[config.mk]
export PLATFORM = sky130hd
export DESIGN_NAME = cswd_space_config
export DESIGN_NICKNAME = d
export VERILOG_FILES = /design/src/core/cswd_pkg.sv /design/src/core/cswd_addr_decode.sv /design/src/core/cswd_width_resolve.sv /design/src/core/cswd_space_config.sv
export SDC_FILE = /design/constraint.sdc
export NUM_CORES = 1
export LEC_CHECK = 0
export BUFFER_PORTS_ARGS = -buffer_cell sky130_fd_sc_hd__buf_2
export CAP_MARGIN = 30
export CORE_MARGIN = 2
export CORE_UTILIZATION = 40
export DETAILED_ROUTE_END_ITERATION = 10
export PLACE_DENSITY = 0.73
export RECOVER_POWER = 50
export SLEW_MARGIN = 10
export SYNTH_ARGS = -nofsm -noshare
export SYNTH_HDL_FRONTEND = slang
export SYNTH_SLANG_ARGS = --single-unit
[constraint.sdc]
create_clock -name i_mclk -period 3.6 [get_ports i_mclk]
set_input_delay 0.9 -clock i_mclk [delete_from_list [all_inputs] [get_ports i_mclk]]
set_output_delay 0.9 -clock i_mclk [all_outputs]
set_load 0.02 [all_outputs]
[src/core/cswd_pkg.sv]
package cswd_pkg;

  // Register map over the plain register port
  localparam int          REG_ADDR_W        = 4;
  localparam logic [3:0]  ADDR_BUS_CTRL     = 4'h0;
  localparam logic [3:0]  ADDR_DECODE_STAT  = 4'h1;
  localparam logic [3:0]  ADDR_ACCESS_LO    = 4'h2;
  localparam logic [3:0]  ADDR_ACCESS_HI    = 4'h3;

  // Control register layout
  localparam logic [15:0] CTRL_RESET        = 16'h200f;
  localparam logic [15:0] CTRL_WRITE_MASK   = 16'h21ff;
  localparam int          BIT_TIMER_EN      = 13;
  localparam int          BIT_MUX_EN        = 8;
  localparam int          BIT_LONG_LSB      = 4;
  localparam int          BIT_WORD_LSB      = 0;

  // Address map
  localparam logic [7:0]  TOP_EXTERNAL      = 8'h00;
  localparam logic [7:0]  TOP_DRAM          = 8'h01;
  localparam logic [31:0] ROM_WIN_END       = 32'h0003_ffff;
  localparam logic [31:0] CS0_ROM_START     = 32'h0020_0000;
  localparam logic [31:0] PERI_START        = 32'hffff_8000;
  localparam logic [31:0] PERI_END          = 32'hffff_87ff;
  localparam logic [31:0] RAM_START         = 32'hffff_f000;
  localparam int          MUX_WIDTH_BIT     = 14;
  localparam logic [31:0] ROM_SIZE_256K     = 32'h0004_0000;

  // Bus width codes
  typedef enum logic [1:0]
  {
    CSWD_W8  = 2'h0,
    CSWD_W16 = 2'h1,
    CSWD_W32 = 2'h2
  } cswd_width_e;

  // Decoded space codes
  typedef enum logic [3:0]
  {
    CSWD_SP_NONE = 4'h0,
    CSWD_SP_ROM  = 4'h1,
    CSWD_SP_CS0  = 4'h2,
    CSWD_SP_CS1  = 4'h3,
    CSWD_SP_CS2  = 4'h4,
    CSWD_SP_CS3  = 4'h5,
    CSWD_SP_DRAM = 4'h6,
    CSWD_SP_PERI = 4'h7,
    CSWD_SP_RAM  = 4'h8
  } cswd_space_e;

  // Resolve one ordinary space width from its long and word bits
  function automatic cswd_width_e cswd_width(input logic long_size,
                                             input logic word_size);
    if (long_size)
    begin
      return CSWD_W32;
    end
    return word_size ? CSWD_W16 : CSWD_W8;
  endfunction

endpackage

[src/core/cswd_addr_decode.sv]
`timescale 1ns/1ps
`default_nettype none
module cswd_addr_decode
  import cswd_pkg::*;
(
  // Mode
  input  wire logic [31:0]        i_rom_size,
  input  wire logic               i_rom_en,
  input  wire logic               i_single_chip,
  // Address
  input  wire logic [31:0]        i_addr,
  // Result
  output cswd_pkg::cswd_space_e   o_space,
  output logic      [3:0]         o_cs_n,
  output logic      [21:0]        o_ext_addr
);
  logic top_ext;
  logic top_dram;
  logic in_rom;
  logic in_rom_win;
  logic cs_ok;
  logic [1:0] cs_idx;

  assign top_ext    = (i_addr[31:24] == TOP_EXTERNAL);
  assign top_dram   = (i_addr[31:24] == TOP_DRAM);
  assign in_rom_win = top_ext && (i_addr <= ROM_WIN_END);
  assign in_rom     = i_rom_en && in_rom_win && (i_addr < i_rom_size);
  assign cs_idx     = i_addr[23:22];
  // ROM mode: low 2 Mbytes of first space belong to ROM window or reserved
  assign cs_ok      = top_ext && !i_single_chip &&
                      (!i_rom_en || cs_idx != 2'h0 ||
                       i_addr >= CS0_ROM_START);
  assign o_ext_addr = i_addr[21:0];

  always_comb
  begin
    o_cs_n = 4'hf;
    if (cs_ok)
    begin
      o_cs_n[cs_idx] = 1'b0;
    end
  end

  always_comb
  begin
    if (in_rom)
    begin
      o_space = CSWD_SP_ROM;
    end
    else if (cs_ok)
    begin
      o_space = cswd_space_e'({2'b00, cs_idx} + CSWD_SP_CS0);
    end
    else if (top_dram && !i_single_chip)
    begin
      o_space = CSWD_SP_DRAM;
    end
    else if (i_addr >= PERI_START && i_addr <= PERI_END)
    begin
      o_space = CSWD_SP_PERI;
    end
    else if (i_addr >= RAM_START)
    begin
      o_space = CSWD_SP_RAM;
    end
    else
    begin
      o_space = CSWD_SP_NONE;
    end
  end
endmodule
`default_nettype wire

[src/core/cswd_width_resolve.sv]
`timescale 1ns/1ps
`default_nettype none
module cswd_width_resolve
  import cswd_pkg::*;
(
  // Configuration
  input  wire logic [15:0]        i_ctrl,
  input  wire logic               i_rom_en,
  input  wire logic               i_mode_wide,
  input  wire logic               i_mux_addr_bit,
  // Resolved widths
  output cswd_pkg::cswd_width_e   o_width0,
  output cswd_pkg::cswd_width_e   o_width1,
  output cswd_pkg::cswd_width_e   o_width2,
  output cswd_pkg::cswd_width_e   o_width3
);
  logic        mux_io_enable;
  cswd_width_e pin_width0;
  cswd_width_e mux_width3;

  assign mux_io_enable = i_ctrl[BIT_MUX_EN];
  // Mode pin picks between the two package choices: 32 bits when set, else 16
  assign pin_width0 = i_mode_wide ? CSWD_W32 : CSWD_W16;
  assign mux_width3 = i_mux_addr_bit ? CSWD_W16 : CSWD_W8;

  assign o_width0 = i_rom_en
                  ? cswd_width(i_ctrl[BIT_LONG_LSB],
                               i_ctrl[BIT_WORD_LSB])
                  : pin_width0;
  assign o_width1 = cswd_width(i_ctrl[BIT_LONG_LSB + 1],
                               i_ctrl[BIT_WORD_LSB + 1]);
  assign o_width2 = cswd_width(i_ctrl[BIT_LONG_LSB + 2],
                               i_ctrl[BIT_WORD_LSB + 2]);
  assign o_width3 = mux_io_enable ? mux_width3
                  : cswd_width(i_ctrl[BIT_LONG_LSB + 3],
                               i_ctrl[BIT_WORD_LSB + 3]);
endmodule
`default_nettype wire

[src/core/cswd_space_config.sv]
// The placing of the registers and the strobed register port were left to the implementer.
`timescale 1ns/1ps
`default_nettype none
module cswd_space_config
  import cswd_pkg::*;
#(
  parameter logic [31:0] ROM_SIZE = ROM_SIZE_256K
)
(
  // Clock and power-on reset
  input  wire logic                          i_mclk,
  input  wire logic                          i_arst_n,
  // Register port
  input  wire logic [cswd_pkg::REG_ADDR_W-1:0] i_reg_addr,
  input  wire logic [15:0]                   i_reg_wdata,
  input  wire logic                          i_reg_wr,
  input  wire logic                          i_reg_rd,
  output logic      [15:0]                   o_reg_rdata,
  // Mode pins
  input  wire logic                          i_rom_en_pin,
  input  wire logic                          i_single_chip_pin,
  input  wire logic                          i_mode_wide_pin,
  // Access being decoded, same clock domain
  input  wire logic [31:0]                   i_acc_addr,
  input  wire logic                          i_acc_valid,
  input  wire logic                          i_acc_timer_reg,
  // Decode result
  output cswd_pkg::cswd_space_e              o_space,
  output logic      [3:0]                    o_chip_select_n,
  output logic      [21:0]                   o_ext_addr,
  output logic                               o_acc_reserved,
  output logic                               o_timer_access_ok,
  // Sequencer configuration
  output cswd_pkg::cswd_width_e              o_width0,
  output cswd_pkg::cswd_width_e              o_width1,
  output cswd_pkg::cswd_width_e              o_width2,
  output cswd_pkg::cswd_width_e              o_width3,
  output cswd_pkg::cswd_width_e              o_acc_width,
  output logic                               o_mux_io_enable
);
  logic [1:0]  rst_sync;
  logic        rst_n;
  logic [1:0]  rom_meta;
  logic [1:0]  single_meta;
  logic [1:0]  wide_meta;
  logic        rom_en;
  logic        single_chip;
  logic        mode_wide;
  logic [15:0] bus_width_and_mux_control;
  logic [15:0] next_ctrl;
  logic        timer_reg_access_enable;
  logic        sel_ctrl;
  logic        sel_stat;
  logic        sel_lo;
  logic        sel_hi;
  logic [15:0] read_mux;
  logic [15:0] stat_word;
  logic [31:0] last_reserved_addr;
  logic [7:0]  reserved_count;
  logic [7:0]  next_reserved_count;
  logic        reserved_hit;
  cswd_space_e space;
  cswd_width_e acc_width;

  // Reset release through two flops
  always_ff @(posedge i_mclk or negedge i_arst_n)
  begin
    if (!i_arst_n)
    begin
      rst_sync <= 2'h0;
    end
    else
    begin
      rst_sync <= {rst_sync[0], 1'b1};
    end
  end
  assign rst_n = rst_sync[1];

  // Mode pins are asynchronous straps
  always_ff @(posedge i_mclk or negedge rst_n)
  begin
    if (!rst_n)
    begin
      rom_meta    <= 2'h0;
      single_meta <= 2'h0;
      wide_meta   <= 2'h0;
    end
    else
    begin
      rom_meta    <= {rom_meta[0], i_rom_en_pin};
      single_meta <= {single_meta[0], i_single_chip_pin};
      wide_meta   <= {wide_meta[0], i_mode_wide_pin};
    end
  end
  assign rom_en      = rom_meta[1];
  assign single_chip = single_meta[1];
  assign mode_wide   = wide_meta[1];

  // Register decode
  assign sel_ctrl = (i_reg_addr == ADDR_BUS_CTRL);
  assign sel_stat = (i_reg_addr == ADDR_DECODE_STAT);
  assign sel_lo   = (i_reg_addr == ADDR_ACCESS_LO);
  assign sel_hi   = (i_reg_addr == ADDR_ACCESS_HI);

  // Reserved bits never stored, so they read back zero
  assign next_ctrl = (i_reg_wr && sel_ctrl)
                   ? (i_reg_wdata & CTRL_WRITE_MASK)
                   : bus_width_and_mux_control;

  // Only power-on reset loads CTRL_RESET; no other reset source reaches it
  always_ff @(posedge i_mclk or negedge rst_n)
  begin
    if (!rst_n)
    begin
      bus_width_and_mux_control <= CTRL_RESET;
    end
    else
    begin
      bus_width_and_mux_control <= next_ctrl;
    end
  end

  assign timer_reg_access_enable = bus_width_and_mux_control[BIT_TIMER_EN];
  assign o_mux_io_enable = bus_width_and_mux_control[BIT_MUX_EN];
  assign o_timer_access_ok = i_acc_valid && i_acc_timer_reg &&
                             timer_reg_access_enable;

  cswd_addr_decode u_decode
  (
    .i_rom_size    (ROM_SIZE),
    .i_rom_en      (rom_en),
    .i_single_chip (single_chip),
    .i_addr        (i_acc_addr),
    .o_space       (space),
    .o_cs_n        (o_chip_select_n),
    .o_ext_addr    (o_ext_addr)
  );

  cswd_width_resolve u_width
  (
    .i_ctrl         (bus_width_and_mux_control),
    .i_rom_en       (rom_en),
    .i_mode_wide    (mode_wide),
    .i_mux_addr_bit (i_acc_addr[MUX_WIDTH_BIT]),
    .o_width0       (o_width0),
    .o_width1       (o_width1),
    .o_width2       (o_width2),
    .o_width3       (o_width3)
  );

  assign o_space        = space;
  assign reserved_hit   = i_acc_valid && (space == CSWD_SP_NONE);
  assign o_acc_reserved = reserved_hit;

  // Width of the access in flight, for the sequencer
  always_comb
  begin
    case (space)
      CSWD_SP_CS0:  acc_width = o_width0;
      CSWD_SP_CS1:  acc_width = o_width1;
      CSWD_SP_CS2:  acc_width = o_width2;
      CSWD_SP_CS3:  acc_width = o_width3;
      CSWD_SP_PERI: acc_width = CSWD_W16;
      CSWD_SP_NONE: acc_width = CSWD_W8;
      default:      acc_width = CSWD_W32;
    endcase
  end
  assign o_acc_width = acc_width;

  // Capture of the last reserved access, for debug of software faults
  assign next_reserved_count = (reserved_count == 8'hff)
                             ? reserved_count
                             : reserved_count + 8'h01;

  always_ff @(posedge i_mclk or negedge rst_n)
  begin
    if (!rst_n)
    begin
      last_reserved_addr <= 32'h0000_0000;
      reserved_count     <= 8'h00;
    end
    else if (reserved_hit)
    begin
      last_reserved_addr <= i_acc_addr;
      reserved_count     <= next_reserved_count;
    end
  end

  assign stat_word = {reserved_count,
                      1'b0, mode_wide, single_chip, rom_en,
                      space};

  assign read_mux = sel_ctrl ? bus_width_and_mux_control
                  : sel_stat ? stat_word
                  : sel_lo   ? last_reserved_addr[15:0]
                  : sel_hi   ? last_reserved_addr[31:16]
                  : 16'h0000;

  // Read data stand only in the cycle after the strobe
  always_ff @(posedge i_mclk or negedge rst_n)
  begin
    if (!rst_n)
    begin
      o_reg_rdata <= 16'h0000;
    end
    else
    begin
      o_reg_rdata <= i_reg_rd ? read_mux : 16'h0000;
    end
  end
endmodule
`default_nettype wire

==> results.md <==
- Status: completed
- R2r startpoint: rom_meta[1]
- N_diodes: 0
- Clk_skew: 0.01084 ns
- EDFF count, synth: 0
- Final hold slack: 0.3122 ns
- Via count: 2834
- Final Total Pwr: 0.002150 W
- Peak supply drop: 0.2378 mV
- Crit path max-delay cell type: or4b_4
- Final Hold Violating Endpoints: 0
- Commonest non-fill, non-tap cell in the layout: buf_2
- CTS Buf Count: 9
- Htree depth: 3
- Gr usage total: 19.46%
- Vias in the first global route: 2843
- Max Clk Rate: 279.0 MHz
- CP required: 2.70 ns
- Critical path, cell by cell: buf_2, or4b_4, or4_4, o21ai_1, a22oi_1, a22oi_1, a211o_1, buf_4
- Measured slew at the worst slew-check pin: 1.250 ns
- Largest net degree at the start of global routing: 44
- Final core utilization: 50.58%
- CP startpoint: i_acc_addr[23]
- Netlist Area Pre-Place: 3669 um^2
- Die X: 99.77 um
- Routability cong.: 0.8865
- Yosys warns: 0
- Setup crit end kind: output port
- Post-route antenna net violation count: 0
- Share of post-route cells with drive strength above 1: 45.45%
- Worst setup SP type: input pin
- Final Cell Area: 4454 um^2
- Worst-path clk slew: 0.08 ns
- Post-synthesis sequential area ratio: 50.65%
- Rows: 34
- P&R area growth vs syn: 21.42%
- Mapped Nets: 380
- Reg2Reg Setup Slack: 1.04 ns
- Reg2reg end: o_reg_rdata[1]
- CP Class: input pin to output port
- Crit path DAT: 2.68 ns
- Fraction of registers with async set/reset: 100.0%
- Post-DP HPWL: 7003 um
- Setup crit end: o_acc_width[1]
- DR iter-0 viols: 96
- Core Area: 8806 um^2
- RSZ-0062 raised after global routing: true
- Finish-stage setup viols: 0
- Leakage: 2.124 nW
- # hold bufs at CTS: 0
- Synth Instances: 318
- Mean number of vias per cell: 5.277
- Drt total wl: 9404 um
- Post-DP Area: 4259 um^2
- R2r worst-path depth: 9
- Crit share post-route: 99.55%
- Post-layout min period: 3.584 ns
- Fin nets: 486
- Clock Root Buffer: clkbuf_8
- Max incr delay on CP: 0.54 ns
- Non-Filler Instances: 537
- Largest fanout on the critical path: 4
- Worst rel slew slack: 16.65%
- Starting density of the core: 41.66%
- Initial antenna violation count: 1
- CTS max path bufs: 2
- Grt ovf: 0
- Most used cell, CP: a22oi_1
- Min-delay worst type: input pin to async pin
- Drt pass-1 iters: 4
- Mapped Avg Cell Area: 11.54 um^2
- Die span in y: 99.77 um
- Placed cells: 520
- Max-slew violations: 0
- Clock latency on the worst-skew pair: 0.36 ns
- Synth Flop Type: dfrtp_1
- Yosys reg bits: 74
- WL/cell: 17.51 um
- I/O pin cnt: 120
- Most frequent cells in the layout: buf_2, dfrtp_1, mux2_2, nor2_1, clkbuf_1
- # port buffers: 113
- Die area: 9953 um^2
- CTS tree: yes
- Netlist cell types: 48
- Pwr/cell area: 482.7 nW/um^2
- # clock sinks: 74
- DR DRC count: 0
- Max-cap violations: 0
- First-pass GRT wire length: 14790 um
worst min-delay path by stage:
stage	from	to	slack (ns)	depth (start not counted)
4_1_cts	i_arst_n	rst_sync[1]	0.30	1
3_3_place_gp	rst_sync[1]	last_reserved_addr[0]	0.30	0
6_report	i_arst_n	rst_sync[1]	0.31	1
2_1_floorplan	rom_meta[0]	rom_meta[1]	0.33	0
3_5_place_dp	rst_sync[1]	last_reserved_addr[16]	0.33	0
5_1_grt	i_arst_n	rst_sync[1]	0.30	1
timing repair:
action                     CTS  global route
pin swaps                    0             2
setup endpoints to repair    2             4
gates resized for setup      2             5
hold endpoints to repair     0             0
setup buffers                0             1
cloned                       0             0
critical path: cells and delay by family:
family | cells | cell delay (ns)
buffers and inverters | 2 | 0.25
AOI/OAI and AO/OA | 4 | 0.54
and+or+nand+nor | 2 | 1.00
stage by stage:
step | worst slack, ns | setup TNS (ns)
floorplan | 0.05131 | 0
global placement | -0.009803 | -0.009803
detailed placement | -0.03238 | -0.03973
CTS | 0.01094 | 0
global route | -0.05296 | -0.07348
finish | 0.01618 | 0
report_power, final:
group          internal [W]  switching (W)
clock              0.000340       0.000318
sequential         0.000961       0.000125
combinational      0.000193       0.000214
total               0.00149       0.000656
cell type report:
cell class / instances / area [um^2]
fill: 813 / 4352
multi-input combinational: 197 / 1540
sequential: 74 / 1858
clock buffer: 10 / 137.6
tap: 108 / 135.1
inverter: 10 / 37.54
timing repair buffer: 132 / 680.7
clock inverter: 6 / 65.06
sequential cells by signal, summed over array words and instances, names as in the netlist:
| register | count |
|---|---|
| rom_meta | 2 |
| reserved_count | 8 |
| single_meta | 2 |
| bus_width_and_mux_control | 10 |
| last_reserved_addr | 32 |
| o_reg_rdata | 16 |
| wide_meta | 2 |
| rst_sync | 2 |
cell families (layout without fill, tap and decap cells):
group                      after synthesis  after routing  share of synthesized area, %
muxes                                   56             56                         17.84
AOI/OAI and AO/OA                       42             42                         8.152
and+or+nand+nor                         91             91                         13.57
buffers and inverters                   47            158                         7.912
DFF                                     74             74                         50.65
other                                    1              1                        0.1022
xor gates and xnor gates                 6              6                         1.432
adders and majority gates                1              1                        0.3410
per-layer routing:
metal  GRT usage [%]  share of wire (%)  vias to the layer above
li1                -                  -                     1320
met1           25.66                 43                     1405
met2           31.60                 50                       98
met3           5.130                5.4                       11
met4           5.901                1.4                        0
met5               0                  0                        -
Yosys cell counts (2+ instances only):
cell type	instances	share of area (%)
dfrtp_1	69	47
mux2_2	45	14
buf_4	24	4.9
nor2_1	21	2.1
nand2_1	14	1.4
a21oi_1	13	1.8
nor4_1	11	1.9
inv_1	10	1.0
nor2b_1	9	1.5
a211oi_1	8	1.6
clkbuf_1	8	0.82
mux2i_1	8	2.2
nand3_1	8	1.1
and3_1	6	1.0
dfstp_2	5	3.6
nand4_1	5	0.85
xor2_1	5	1.2
a22oi_1	3	0.61
a31oi_1	3	0.51
buf_6	3	0.92
mux4_2	3	1.8
nor3_1	3	0.41
o211a_1	3	0.82
o21ai_0	3	0.41
a21oi_2	2	0.48
and2_1	2	0.34
nand2_2	2	0.34
or3_1	2	0.34
No activity file was read; power rests on OpenSTA's default activity.
